### src/pid_selector_defs.svh
// register offsets, field codes and timing counts of the pid selector
// assumes inclusion from the design file and the bench by bare name
`ifndef PID_SELECTOR_DEFS_SVH
`define PID_SELECTOR_DEFS_SVH

`define MCLK_PERIOD_NS 10
`define CTRL_PERIOD_NS 1000
`define CTRL_CYCLES ((`CTRL_PERIOD_NS + `MCLK_PERIOD_NS - 1) / `MCLK_PERIOD_NS)

`define REG_MODE 8'h00
`define REG_PANEL_SP 8'h04
`define REG_RANGES 8'h08
`define REG_UPPER 8'h0c
`define REG_LOWER 8'h10
`define REG_INFUNC0 8'h14
`define REG_INFUNC1 8'h18
`define REG_OUTFUNC 8'h1c
`define REG_COMMSEL 8'h20
`define REG_BUS_DEV 8'h24
`define REG_BUS_SP 8'h28
`define REG_BUS_MEAS 8'h2c
`define REG_STATUS 8'h30
`define REG_MASK 8'h34
`define REG_FREQ 8'h38
`define REG_CFG 8'h3c

`define MODE_T_REV 8'h14
`define MODE_T_FWD 8'h15
`define MODE_D_REV 8'h32
`define MODE_D_FWD 8'h33
`define MODE_B_REV 8'h3c
`define MODE_B_FWD 8'h3d
`define MODE_RESET 8'h00

`define PCT_NONE 16'h270f
`define PCT_FULL 16'h03e8
`define IN_FN_PIDSEL 8'h0e
`define OUT_FN_LOWER 8'h0e
`define OUT_FN_UPPER 8'h0f
`define OUT_FN_ROT 8'h10
`define OUT_FN_PID 8'h2f
`define OUT_FN_NEG 8'h64
`define FN_RESET 8'h00

`define SP_RANGE_5V_A 4'h1
`define SP_RANGE_5V_B 4'hb
`define MEAS_RANGE_MA 4'h0
`define MEAS_RANGE_5V 4'h1
`define RANGES_RESET 8'h01

`define ST_UPPER 0
`define ST_LOWER 1
`define ST_PID 2
`define CFG_INTEG 0
`define CFG_DERIV 1

`endif

### src/pid_selector_pkg.sv
// types shared by the pid selector
// does not include the defs header
package pid_selector_pkg;
  typedef logic signed [15:0] pct_t;
  typedef enum logic [2:0] {
    SRC_TERMINAL = 3'b001,
    SRC_PANEL = 3'b010,
    SRC_BUS = 3'b100
  } spsrc_t;
endpackage : pid_selector_pkg

### src/pid_process_control_selector.sv
// pid / normal operation selector with set-point and measured-value routing
// assumes ADC samples arrive synchronous to mclk; digital pins are asynchronous
`timescale 1ns/1ps
`default_nettype none
`include "pid_selector_defs.svh"

module pid_process_control_selector
  import pid_selector_pkg::*;
#(
  parameter int NUM_IN = 7,
  parameter int NUM_OUT = 3,
  parameter int ADC_W = 10,
  parameter int CTRL_CYCLES = `CTRL_CYCLES
) (
  input wire logic mclk,
  input wire logic reset_n,
  input wire logic psel,
  input wire logic penable,
  input wire logic pwrite,
  input wire logic [7:0] paddr,
  input wire logic [31:0] pwdata,
  output logic [31:0] prdata,
  output logic pready,
  output logic pslverr,
  input wire logic [NUM_IN-1:0] inputTerminal,
  input wire logic runForward,
  input wire logic runReverse,
  input wire logic [ADC_W-1:0] setpointAdc,
  input wire logic [ADC_W-1:0] measuredAdc,
  output logic [NUM_OUT-1:0] outputTerminal,
  output logic pidActive,
  output logic signed [17:0] freqCmd,
  output logic irq
);

  initial begin
    if (NUM_IN < 1 || NUM_IN > 8 || NUM_OUT < 1 || NUM_OUT > 4)
      $error("terminal count out of range");
    if (ADC_W < 8 || ADC_W > 14 || CTRL_CYCLES < 1 || CTRL_CYCLES > 4096)
      $error("adc width or control period out of range");
  end

  logic [7:0] mode;
  pct_t panelSp, upperLim, lowerLim, busDev, busSp, busMeas;
  logic [3:0] spRange, measRange;
  logic [7:0] inFunc [NUM_IN];
  logic [7:0] outFunc [NUM_OUT];
  logic [NUM_IN-1:0] commSel;
  logic [1:0] pidCfg;
  logic [2:0] status, mask;

  // apb slave, zero wait states
  logic setup, wrEn, mapped;
  assign setup = psel && !penable;
  assign pready = 1'b1;
  always_comb begin
    case (paddr)
      `REG_MODE, `REG_PANEL_SP, `REG_RANGES, `REG_UPPER, `REG_LOWER,
      `REG_INFUNC0, `REG_INFUNC1, `REG_OUTFUNC, `REG_COMMSEL, `REG_BUS_DEV,
      `REG_BUS_SP, `REG_BUS_MEAS, `REG_STATUS, `REG_MASK, `REG_FREQ,
      `REG_CFG: mapped = 1'b1;
      default: mapped = 1'b0;
    endcase
  end
  assign pslverr = psel && penable && !mapped;
  assign wrEn = psel && penable && pwrite && mapped;

  always_ff @(posedge mclk) begin
    if (!reset_n) begin
      mode <= `MODE_RESET;
      panelSp <= `PCT_NONE;
      upperLim <= `PCT_NONE;
      lowerLim <= `PCT_NONE;
      spRange <= 4'(`RANGES_RESET);
      measRange <= `MEAS_RANGE_MA;
      busDev <= '0;
      busSp <= '0;
      busMeas <= '0;
      commSel <= '0;
      pidCfg <= 2'h3;
      mask <= '0;
    end else if (wrEn) begin
      case (paddr)
        `REG_MODE: mode <= pwdata[7:0];
        `REG_PANEL_SP: panelSp <= pwdata[15:0];
        `REG_RANGES: begin
          spRange <= pwdata[3:0];
          measRange <= pwdata[11:8];
        end
        `REG_UPPER: upperLim <= pwdata[15:0];
        `REG_LOWER: lowerLim <= pwdata[15:0];
        `REG_COMMSEL: commSel <= pwdata[NUM_IN-1:0];
        `REG_BUS_DEV: busDev <= pwdata[15:0];
        `REG_BUS_SP: busSp <= pwdata[15:0];
        `REG_BUS_MEAS: busMeas <= pwdata[15:0];
        `REG_MASK: mask <= pwdata[2:0];
        `REG_CFG: pidCfg <= pwdata[1:0];
        default: ;
      endcase
    end
  end

  // function select bytes, four terminals to a word
  genvar gi;
  generate
    for (gi = 0; gi < NUM_IN; gi++) begin : g_infunc
      always_ff @(posedge mclk) begin
        if (!reset_n)
          inFunc[gi] <= `FN_RESET;
        else if (wrEn && paddr == ((gi < 4) ? `REG_INFUNC0 : `REG_INFUNC1))
          inFunc[gi] <= pwdata[(gi%4)*8 +: 8];
      end
    end
    for (gi = 0; gi < NUM_OUT; gi++) begin : g_outfunc
      always_ff @(posedge mclk) begin
        if (!reset_n)
          outFunc[gi] <= `FN_RESET;
        else if (wrEn && paddr == `REG_OUTFUNC)
          outFunc[gi] <= pwdata[gi*8 +: 8];
      end
    end
  endgenerate

  // pin synchronisers
  logic [NUM_IN-1:0] inMeta, inSync;
  logic [1:0] runMeta, runSync;
  always_ff @(posedge mclk) begin
    if (!reset_n) begin
      inMeta <= '0;
      inSync <= '0;
      runMeta <= '0;
      runSync <= '0;
    end else begin
      inMeta <= inputTerminal;
      inSync <= inMeta;
      runMeta <= {runReverse, runForward};
      runSync <= runMeta;
    end
  end

  // enable decision, purely combinational so any change lands next cycle
  logic [NUM_IN-1:0] selAssigned;
  logic modeOk, modeTerm, modeDev, modeBus, fwdAction, selOn, pidEnable;
  generate
    for (gi = 0; gi < NUM_IN; gi++) begin : g_sel
      assign selAssigned[gi] = inFunc[gi] == `IN_FN_PIDSEL;
    end
  endgenerate
  assign modeTerm = mode == `MODE_T_REV || mode == `MODE_T_FWD;
  assign modeDev = mode == `MODE_D_REV || mode == `MODE_D_FWD;
  assign modeBus = mode == `MODE_B_REV || mode == `MODE_B_FWD;
  assign modeOk = modeTerm || modeDev || modeBus;
  assign fwdAction = mode[0];
  // network bit acts as if the assigned terminal were driven
  assign selOn = |(selAssigned & (inSync | commSel));
  assign pidEnable = modeOk && (selAssigned == '0 || selOn);

  // analog scaling to tenths of a percent
  function automatic pct_t scaleVolt(input logic [ADC_W-1:0] adc, input logic half);
    logic [31:0] t;
    t = 32'(adc) * 32'h3e8;
    if (half)
      t = t << 1;
    t = t >> ADC_W;
    scaleVolt = (t > 32'(`PCT_FULL)) ? `PCT_FULL : pct_t'(t[15:0]);
  endfunction : scaleVolt

  // live zero at 4 of 20 mA, below it clamps to zero
  function automatic pct_t scaleCurrent(input logic [ADC_W-1:0] adc);
    logic [31:0] off, t;
    off = (32'h1 << ADC_W) / 32'h5;
    t = 32'h0;
    if (32'(adc) > off)
      t = ((32'(adc) - off) * 32'h4e2) >> ADC_W;
    scaleCurrent = (t > 32'(`PCT_FULL)) ? `PCT_FULL : pct_t'(t[15:0]);
  endfunction : scaleCurrent

  pct_t spTerm, measTerm, spSel, measSel;
  spsrc_t spSrc;
  logic spHalf;
  assign spHalf = spRange == `SP_RANGE_5V_A || spRange == `SP_RANGE_5V_B;
  assign spTerm = scaleVolt(setpointAdc, spHalf);
  always_comb begin
    case (measRange)
      `MEAS_RANGE_MA: measTerm = scaleCurrent(measuredAdc);
      `MEAS_RANGE_5V: measTerm = scaleVolt(measuredAdc, 1'b1);
      default: measTerm = scaleVolt(measuredAdc, 1'b0);
    endcase
  end
  always_comb begin
    if (modeBus)
      spSrc = SRC_BUS;
    else if (panelSp != `PCT_NONE)
      spSrc = SRC_PANEL;
    else
      spSrc = SRC_TERMINAL;
  end
  always_comb begin
    case (spSrc)
      SRC_BUS: spSel = busSp;
      SRC_PANEL: spSel = panelSp;
      SRC_TERMINAL: spSel = spTerm;
      default: spSel = '0;
    endcase
  end
  assign measSel = modeBus ? busMeas : measTerm;

  logic signed [16:0] nextDev;
  assign nextDev = modeDev ? 17'(busDev) : 17'(spSel) - 17'(measSel);

  // control update tick
  logic [12:0] tickCnt;
  logic tick;
  assign tick = tickCnt == 13'(CTRL_CYCLES - 1);
  always_ff @(posedge mclk) begin
    if (!reset_n || tick)
      tickCnt <= '0;
    else
      tickCnt <= tickCnt + 13'h1;
  end

  // integral saturates so long runs cannot wrap
  logic signed [16:0] dev;
  logic signed [19:0] integ, next_integ, piPart, pdPart, mvRaw;
  always_comb begin
    next_integ = integ + 20'(nextDev);
    if (next_integ > 20'sh1ffff)
      next_integ = 20'sh1ffff;
    else if (next_integ < -20'sh1ffff)
      next_integ = -20'sh1ffff;
    piPart = 20'(nextDev) + (pidCfg[`CFG_INTEG] ? next_integ : 20'sh0);
    pdPart = 20'(nextDev) + (pidCfg[`CFG_DERIV] ? 20'(nextDev) - 20'(dev) : 20'sh0);
    mvRaw = piPart + pdPart;
  end

  always_ff @(posedge mclk) begin
    if (!reset_n || !pidEnable) begin
      dev <= '0;
      integ <= '0;
      freqCmd <= '0;
    end else if (tick) begin
      dev <= nextDev;
      integ <= next_integ;
      // forward action flips the sign of the correction
      freqCmd <= fwdAction ? -18'(mvRaw) : 18'(mvRaw);
    end
  end

  logic upperFlag, lowerFlag, rotFwd;
  always_ff @(posedge mclk) begin
    if (!reset_n) begin
      pidActive <= 1'b0;
      upperFlag <= 1'b0;
      lowerFlag <= 1'b0;
      rotFwd <= 1'b0;
    end else begin
      pidActive <= pidEnable;
      upperFlag <= upperLim != `PCT_NONE && measSel > upperLim;
      lowerFlag <= (modeTerm || modeBus) && lowerLim != `PCT_NONE && measSel < lowerLim;
      rotFwd <= runSync[0] && !runSync[1];
    end
  end

  // output terminal function map
  generate
    for (gi = 0; gi < NUM_OUT; gi++) begin : g_out
      logic neg, act;
      logic [7:0] base;
      assign neg = outFunc[gi] >= `OUT_FN_NEG;
      assign base = neg ? outFunc[gi] - `OUT_FN_NEG : outFunc[gi];
      always_comb begin
        case (base)
          `OUT_FN_LOWER: act = lowerFlag;
          `OUT_FN_UPPER: act = upperFlag;
          `OUT_FN_ROT: act = rotFwd;
          `OUT_FN_PID: act = pidActive;
          default: act = 1'b0;
        endcase
      end
      always_ff @(posedge mclk) begin
        if (!reset_n)
          outputTerminal[gi] <= 1'b0;
        else
          outputTerminal[gi] <= act ^ neg;
      end
      AST_OUT_INVERT: assert property (@(posedge mclk) disable iff (!reset_n)
        $stable(outFunc[gi]) && outFunc[gi] == (`OUT_FN_PID + `OUT_FN_NEG)
        |=> outputTerminal[gi] == !$past(pidActive))
        else $error("inverted pid output wrong");
    end
  endgenerate

  // sticky events, a set in the clearing cycle survives
  logic [2:0] events, clr;
  logic upperQ, lowerQ, pidQ;
  always_ff @(posedge mclk) begin
    if (!reset_n) begin
      upperQ <= 1'b0;
      lowerQ <= 1'b0;
      pidQ <= 1'b0;
    end else begin
      upperQ <= upperFlag;
      lowerQ <= lowerFlag;
      pidQ <= pidActive;
    end
  end
  assign events[`ST_UPPER] = upperFlag && !upperQ;
  assign events[`ST_LOWER] = lowerFlag && !lowerQ;
  assign events[`ST_PID] = pidActive != pidQ;
  assign clr = (wrEn && paddr == `REG_STATUS) ? pwdata[2:0] : 3'h0;
  always_ff @(posedge mclk) begin
    if (!reset_n)
      status <= '0;
    else
      status <= (status & ~clr) | events;
  end
  assign irq = |(status & mask);

  // read data captured in the setup cycle
  logic [31:0] rd;
  always_comb begin
    rd = '0;
    case (paddr)
      `REG_MODE: rd = {24'h0, mode};
      `REG_PANEL_SP: rd = {16'h0, panelSp};
      `REG_RANGES: rd = {20'h0, measRange, 4'h0, spRange};
      `REG_UPPER: rd = {16'h0, upperLim};
      `REG_LOWER: rd = {16'h0, lowerLim};
      `REG_INFUNC0: for (int i = 0; i < NUM_IN && i < 4; i++) rd[i*8 +: 8] = inFunc[i];
      `REG_INFUNC1: for (int i = 4; i < NUM_IN; i++) rd[(i-4)*8 +: 8] = inFunc[i];
      `REG_OUTFUNC: for (int i = 0; i < NUM_OUT; i++) rd[i*8 +: 8] = outFunc[i];
      `REG_COMMSEL: rd = 32'(commSel);
      `REG_BUS_DEV: rd = {16'h0, busDev};
      `REG_BUS_SP: rd = {16'h0, busSp};
      `REG_BUS_MEAS: rd = {16'h0, busMeas};
      `REG_STATUS: rd = {20'h0, rotFwd, lowerFlag, upperFlag, pidActive, 5'h0, status};
      `REG_MASK: rd = {29'h0, mask};
      `REG_FREQ: rd = 32'(freqCmd);
      `REG_CFG: rd = {30'h0, pidCfg};
      default: rd = '0;
    endcase
  end
  always_ff @(posedge mclk) begin
    if (!reset_n)
      prdata <= '0;
    else if (setup)
      prdata <= rd;
  end

  AST_MODE_GATE: assert property (@(posedge mclk) disable iff (!reset_n)
    !modeOk |=> !pidActive && freqCmd == 18'sh0)
    else $error("pid active with invalid mode");
  AST_SELECT_GATE: assert property (@(posedge mclk) disable iff (!reset_n)
    selAssigned != '0 && !selOn |=> !pidActive)
    else $error("pid active with select off");
  AST_NORMAL_ZERO: assert property (@(posedge mclk) disable iff (!reset_n)
    !pidActive && !$past(pidEnable) |-> freqCmd == 18'sh0)
    else $error("frequency correction outside pid");
  AST_REVERSE: assert property (@(posedge mclk) disable iff (!reset_n)
    tick && pidEnable && !fwdAction && pidCfg == 2'h0 && nextDev > 0 |=> freqCmd == 18'(2 * $past(nextDev)))
    else $error("reverse action sign wrong");
  AST_FORWARD: assert property (@(posedge mclk) disable iff (!reset_n)
    tick && pidEnable && fwdAction && pidCfg == 2'h0 && nextDev < 0 |=> freqCmd > 0)
    else $error("forward action sign wrong");
  AST_PANEL_SP: assert property (@(posedge mclk) disable iff (!reset_n)
    modeTerm && panelSp != `PCT_NONE |-> spSel == panelSp)
    else $error("analog set point not ignored");
  AST_BUS_DEV: assert property (@(posedge mclk) disable iff (!reset_n)
    tick && pidEnable && modeDev |=> dev == 17'($past(busDev)))
    else $error("bus deviation not taken");
  AST_UPPER: assert property (@(posedge mclk) disable iff (!reset_n)
    upperLim != `PCT_NONE && measSel > upperLim |=> upperFlag)
    else $error("upper limit flag missing");
  AST_UPPER_STICKY: assert property (@(posedge mclk) disable iff (!reset_n)
    $rose(upperFlag) |=> status[`ST_UPPER])
    else $error("upper limit event not latched");
  AST_LOWER_MODE: assert property (@(posedge mclk) disable iff (!reset_n)
    !(modeTerm || modeBus) || lowerLim == `PCT_NONE |=> !lowerFlag)
    else $error("lower flag outside its modes");
  AST_ROT: assert property (@(posedge mclk) disable iff (!reset_n)
    runSync[1] |=> !rotFwd)
    else $error("rotation output high in reverse");

  COV_PID_ON: cover property (@(posedge mclk) disable iff (!reset_n) $rose(pidActive));
  COV_UPPER: cover property (@(posedge mclk) disable iff (!reset_n) $rose(upperFlag));
  COV_IRQ: cover property (@(posedge mclk) disable iff (!reset_n) $rose(irq));

endmodule : pid_process_control_selector
`default_nettype wire

### config.mk
export PLATFORM = sky130hd
export DESIGN_NAME = pid_process_control_selector
export DESIGN_NICKNAME = d
export VERILOG_FILES = /design/src/pid_selector_pkg.sv /design/src/pid_process_control_selector.sv
export VERILOG_INCLUDE_DIRS = /design/src
export SDC_FILE = /design/constraint.sdc
export NUM_CORES = 1
export LEC_CHECK = 0
export ABC_AREA = 1
export BUFFER_PORTS_ARGS = -buffer_cell sky130_fd_sc_hd__buf_2
export CORE_AREA = 2 2 257 259
export CTS_BUF_LIST = sky130_fd_sc_hd__clkbuf_4 sky130_fd_sc_hd__clkbuf_8
export DETAILED_ROUTE_END_ITERATION = 10
export DIE_AREA = 0 0 259 261
export PLACE_DENSITY = 0.63
export REMOVE_ABC_BUFFERS = 1
export SLEW_MARGIN = 10
export SYNTH_ARGS = -nofsm -noshare
export SYNTH_HDL_FRONTEND = slang
export SYNTH_SLANG_ARGS = --single-unit
### constraint.sdc
create_clock -name mclk -period 12.3 [get_ports mclk]
set_clock_uncertainty 0.15 [all_clocks]
set_input_delay 1.23 -clock mclk [delete_from_list [all_inputs] [get_ports mclk]]
set_output_delay 1.23 -clock mclk [all_outputs]
set_load 0.005 [all_outputs]
==> results.md, run 1 <==
* Ys async rst share at 0
* Synth top cells by count: 598 x nand2_1, 575 x inv_1, 322 x nor2_1
* DRT iter0 DRCs at 2097
* Initial Utilization at 0.3951
* YS warnings at 0
* Final Cell Area at 32970 um^2
* Crit. Startpoint: measuredAdc[5]
* CP max stage cell: fa_1
* Peak Freq at 0.07741 GHz
* Synth Register Bits at 335
* Rows at 94
* Synth top area share at 0.1986
* First-pass detailed-route iteration total at 6
* Top post-synthesis cells by area: dfxtp_1 20%, ha_1 12%, edfxtp_1 9.3%
* Vias per cell at 5.267
* HP Class: flop to flop
* Die area at 67600 um^2
* Top-count cell post-synth: nand2_1
* RR Startpoint: spRange[1]$_SDFFE_PN0P_
* Post-synthesis instance area at 25700 um^2
* # port buffers at 129
* Post-synth EDFFs at 80
* Die Ht at 261 um
* Sequential fraction of the synthesis area at 0.2921
* Final setup viols at 11
* Drt total wl at 87.06 mm
* Clock sinks at 335
* Grt total ovfl at 0
* Tmin final at 12.92 ns
* Req. time, crit path at 12.63 ns
* Worst skew pair latency at 0.66 ns
* Failing checks: negative setup slack
* CTS tree: built
* Biggest cell delay along the critical path at 0.50 ns
* Final Hold Fails at 0
* DRC Markers at 0
* Share of cells above drive strength 1 at 0.2400
* Critical path type: input pin to flop
* Largest net degree at the start of global routing at 108
* Worst rel slew slack at 0.1595
* Clk buf depth at 3
* Detailed-route via count at 25.83k
* Number of global-route vias before repair at 24.99k
* Final period utilization at 1.050
* Hold_sp: runSync[1]$_SDFF_PN0_
* Detailed placement HPWL at 65.60 mm
* Antenna Nets Post-Route at 0
* Routability cong. at 0.9875
* Fin worst setup slack at -0.6184 ns
* Worst hold path depth at 1
* Cell taking the most area after synthesis: dfxtp_1
* Worst slew pin tran at 1.259 ns
* Clock Pin Slew Worst Setup and Hold Paths at 0.07 ns
* TNS Setup at -4.556 ns
* Initial antenna violation count at 0
* Total of max-cap violations at 0
* Clock Tree Root: clkbuf_8
* CP Capture Type: flop
* Syn-to-layout area delta at 28.29%
* Placed Area at 30150 um^2
* Synth unique cells at 63
* CORE AREA at 65040 um^2
* Syn_area_per_cell at 7.419 um^2
* Top FF cell, synth: dfxtp_1
* Status: finished with violations
* Worst Path Max Fanout at 6
* Arrival @ worst endpoint at 13.24 ns
* Number of cells on the worst reg-to-reg path at 59
* CTS buffer count at 54
* Unrepaired setup endpoints after global routing: yes
* Synthesized instance count at 3464
* CP startpoint kind: input pin
* H-tree depth at 2
* I/O pin count at 131
* GRT Total Usage at 0.2540
* # nets final at 4409
* Chip Width at 259 um
* Most frequent CP cell: nand2_1
* Fill cells at 6183
* Routed WL per cell at 17.76 um
* First-pass GRT wire length at 135.6 mm
* Final Slew Violations at 0
[registers in the layout (all words and copies together) (netlist names), 17 cells and up]
| signal | count |
|---|---|
| dev | 17 |
| outFunc | 24 |
| integ | 20 |
| inFunc | 56 |
| freqCmd | 18 |
| prdata | 32 |
[critical path: cells and delay by family]
family                   cells  cell delay (ns)
buffers and inverters        9             0.88
AND/OR/NAND/NOR             35             3.79
AO/OA/AOI/OAI               14             1.92
XOR/XNOR                     5             0.90
adder cells (fa/ha/maj)     14             4.49
[path summary, 6_finish.rpt]
| check | slack (ns) | to |
|---|---|---|
| max | -0.62 | freqCmd[15]$_SDFFE_PP0P_ |
| min reg2reg | 0.25 | rotFwd$_SDFF_PN0_ |
| min | 0.25 | rotFwd$_SDFF_PN0_ |
| max reg2reg | 2.18 | freqCmd[15]$_SDFFE_PP0P_ |
[metal layers]
metal  vias up  GRT usage  part of all wire
li1      12562          -                 -
met1     11992     0.3366              0.43
met2      1052     0.4183              0.45
met3       219    0.03746             0.078
met4         0    0.09891             0.043
met5         -          0                 0
[cell families after synthesis]
logic type,Yosys count,synth area share
AO/OA/AOI/OAI,821,0.1844
XOR/XNOR,86,0.02989
other,2,0.0002922
buffers and inverters,704,0.1034
adder cells (fa/ha/maj),341,0.1964
flip-flops,335,0.2921
AND/OR/NAND/NOR,1175,0.1935
[stage by stage]
step,hold slack (ns),setup slack (ns),util,cells
global route,0.2847,-1.232,0.5069,4902
CTS,0.2590,-0.3371,0.4974,4888
global placement,0.2418,-1.902,0.4636,4761
floorplan,0.2165,-1.201,-,3357
finish,0.2508,-0.6184,0.5069,4903
detailed placement,0.2442,-2.144,0.4636,4761
[what timing repair did]
item / CTS / global route
gates resized for setup: 185 / 137
pin swaps: 78 / 80
setup endpoints to repair: 16 / 16
gates cloned: 0 / 0
setup buffers: 27 / 16
hold buffers: 0 / 0
[area by class of cell]
cell class,instances,area [um^2],share of cell area
well taps,864,1081,0.03279
repair buffers,581,4095,0.1242
multi-input cells,2425,16780,0.5091
inverters,597,2256,0.06842
flip-flops and latches,335,7507,0.2277
clock buffers,83,1036,0.03142
clock inverters,17,206.4,0.006262
diodes,1,2.502,0.00007590
[cells in the final DEF (no fill, tap or decap), types with 25 or more instances in the layout]
| master | netlist | layout |
|---|---|---|
| nand2_2 | 5 | 33 |
| a21oi_2 | 3 | 27 |
| a21oi_1 | 299 | 271 |
| inv_2 | 10 | 37 |
| a221oi_1 | 42 | 42 |
| o21ai_0 | 281 | 234 |
| buf_4 | 1 | 447 |
| nor2_1 | 322 | 301 |
| fa_1 | 104 | 101 |
| o211ai_1 | 46 | 46 |
| xor2_1 | 54 | 45 |
| nand3_1 | 98 | 91 |
| nand2_1 | 598 | 558 |
| nor3_1 | 33 | 26 |
| buf_2 | 3 | 125 |
| clkbuf_8 | 0 | 66 |
| ha_1 | 237 | 205 |
| o22ai_1 | 35 | 34 |
| xnor2_1 | 30 | 25 |
| edfxtp_1 | 80 | 80 |
| dfxtp_1 | 255 | 255 |
| o21ai_2 | 4 | 30 |
| ha_4 | 0 | 29 |
| inv_1 | 575 | 544 |
| nand4_1 | 41 | 41 |
| o21ai_1 | 13 | 27 |
Power of run 1 is left out: the tool's default activity adds up to more than one toggle a clock period on the data nets, which glitch-free logic cannot reach.
==> inputs of run 2 (changes only) <==
CORE_AREA = 2 2 296 225   (was 2 2 257 259)
DIE_AREA = 0 0 298 227   (was 0 0 259 261)
==> run 2 against run 1 <==
The flow still finishes with violations (negative setup slack). Register-to-register slack worse by 0.10 ns. Utilization is 1.0 points higher. Non-clock buffer count is 43 higher. Global-route usage is 0.37 points higher. Critical path depth is 12 higher. First-iteration DRC count is 27% higher. Worst setup slack worse by 0.10 ns. Via count is 0.87% higher. Worst hold slack worse by 0.019 ns. Cell area is 1.4% higher. Routed wire length is 3.2% higher. Critical endpoint is now freqCmd[17]$_SDFFE_PP0P_. Highest routed layer unchanged.
==> results.md, run 2 (same netlist as run 1, synthesis figures left out) <==
* Largest net degree at the start of global routing at 69 (-36%)
* First-pass GRT wire length at 138.3 mm (+2.0%)
* Grt total ovfl at 0 (unchanged)
* Total of max-cap violations at 0 (unchanged)
* Worst rel slew slack at 0.1925 (+0.03297)
* Worst skew pair latency at 0.65 ns (about the same)
* Peak Freq at 0.07679 GHz (-0.80%)
* Number of cells on the worst reg-to-reg path at 70 (+19%)
* Clock Pin Slew Worst Setup and Hold Paths at 0.07 ns (about the same)
* Post-layout util at 0.5173 (+0.01036)
* Clock Tree Root: clkbuf_8
* Met1 usage at 0.3626 (+0.02603)
* Arrival @ worst endpoint at 13.39 ns (+0.15 ns)
* GRT Total Usage at 0.2577 (+0.003668)
* CP startpoint kind: input pin
* # port buffers at 129 (unchanged)
* Fin worst setup slack at -0.7223 ns (-0.1040 ns)
* CP Capture Type: flop
* CTS buffer count at 52 (-3.7%)
* Commonest non-fill, non-tap cell in the layout: nand2_1
* Die Ht at 227 um (-13%)
* First-pass detailed-route iteration total at 7 (+1)
* Unrepaired setup endpoints after global routing: yes
* Critical path type: input pin to flop
* Rows at 81 (-14%)
* Top Registers: inFunc: 56 flops, prdata: 32 flops, outFunc: 24 flops
* Final Cell Area at 33450 um^2 (+1.4%)
* # nets final at 4450 (+0.93%)
* Req. time, crit path at 12.67 ns (+0.04 ns)
* Initial antenna violation count at 3 (+3)
* Biggest cell delay along the critical path at 0.58 ns (+0.08 ns)
* I/O pin count at 131 (unchanged)
* Failing checks: negative setup slack
* Share of cells above drive strength 1 at 0.2531 (+0.01316)
* Worst hold path depth at 1 (unchanged)
* HP Class: flop to flop
* Worst Path Max Fanout at 4 (-2)
* Tmin final at 13.02 ns (+0.1040 ns)
* Worst slack, placed at -2.100 ns (+0.04413 ns)
* Clock sinks at 335 (unchanged)
* Clk buf depth at 3 (unchanged)
* GRT met3 Usage at 0.04953 (+0.01207)
* Routability cong. at 0.9764 (-1.1%)
* Die area at 67650 um^2 (about the same)
* DRT iter0 DRCs at 2664 (+27%)
* Final setup viols at 11 (unchanged)
* CTS tree: built
* Final Hold Fails at 0 (unchanged)
* Number of global-route vias before repair at 24.78k (-0.84%)
* Syn-to-layout area delta at 30.15%
* Final Slew Violations at 0 (unchanged)
* Most frequent CP cell: buf_4
* Chip Width at 298 um (+15%)
* Final period utilization at 1.059 (+0.008451)
* Routed WL per cell at 18.15 um (+2.2%)
* Most Crowded Layer GR: met2
* Detailed placement HPWL at 67.66 mm (+3.1%)
* Placed Area at 30230 um^2 (+0.26%)
* Met2 GRT Util at 0.4041 (-0.01417)
* Worst slew pin tran at 1.210 ns (-0.04941 ns)
* Detailed-route via count at 26.05k (+0.87%)
* H-tree depth at 2 (unchanged)
* CORE AREA at 64660 um^2 (-0.58%)
* CP max stage cell: fa_1
* DRC Markers at 0 (unchanged)
* Drt total wl at 89.85 mm (+3.2%)
* Initial Utilization at 0.3974 (+0.002324)
* Most frequent cells in the layout: 549 x nand2_1, 542 x inv_1, 488 x buf_4
* TNS Setup at -4.957 ns (-0.4013 ns)
* Max reg flops at 56 (unchanged)
* Status: finished with violations
* Antenna Nets Post-Route at 0 (unchanged)
* Biggest register: inFunc
* Vias per cell at 5.263 (about the same)
## run 2: cell type report
class / count / area [um^2]
fill: 6262 / 31210
inverter: 597 / 2251
clock buffer: 80 / 1032
multi-input combinational: 2425 / 16970
tap: 871 / 1090
clock inverter: 16 / 176.4
timing repair buffer: 624 / 4419
antenna: 2 / 5.005
sequential: 335 / 7507
## run 2: metrics by stage
step | std cells | hold slack (ns)
2_1_floorplan | 3357 | 0.2165
3_3_place_gp | 4779 | 0.2291
3_5_place_dp | 4779 | 0.2378
4_1_cts | 4928 | 0.2392
5_1_grt | 4950 | 0.2619
6_report | 4950 | 0.2318
## run 2: critical path, delay by kind of cell
kind            cells  cell delay [ns]
xor+xnor            2             0.36
compound gates     16             2.13
fa+ha+maj          11             3.73
buf+inv            35             3.69
simple gates       25             2.29
## run 2: final timing paths
path / from / slack (ns) / endpoint
hold / removal: runSync[1]$_SDFF_PN0_ / 0.23 / rotFwd$_SDFF_PN0_
hold reg to reg: runSync[1]$_SDFF_PN0_ / 0.23 / rotFwd$_SDFF_PN0_
setup / recovery: measuredAdc[5] / -0.72 / freqCmd[17]$_SDFFE_PP0P_
setup reg to reg: spRange[1]$_SDFFE_PN0P_ / 2.08 / freqCmd[17]$_SDFFE_PP0P_
## run 2: layer usage
layer	share of wire	vias to the layer above
li1	-	12630
met1	0.45	12073
met2	0.43	1151
met3	0.093	196
met4	0.028	0
met5	0	-
## run 2: what timing repair did
item                       CTS  global route
setup endpoints to repair   16            17
pin swaps                  102           124
gates resized for setup    180           169
hold buffers                 0             0
buffers inserted            53            23
Power of run 2 is left out for the same reason.
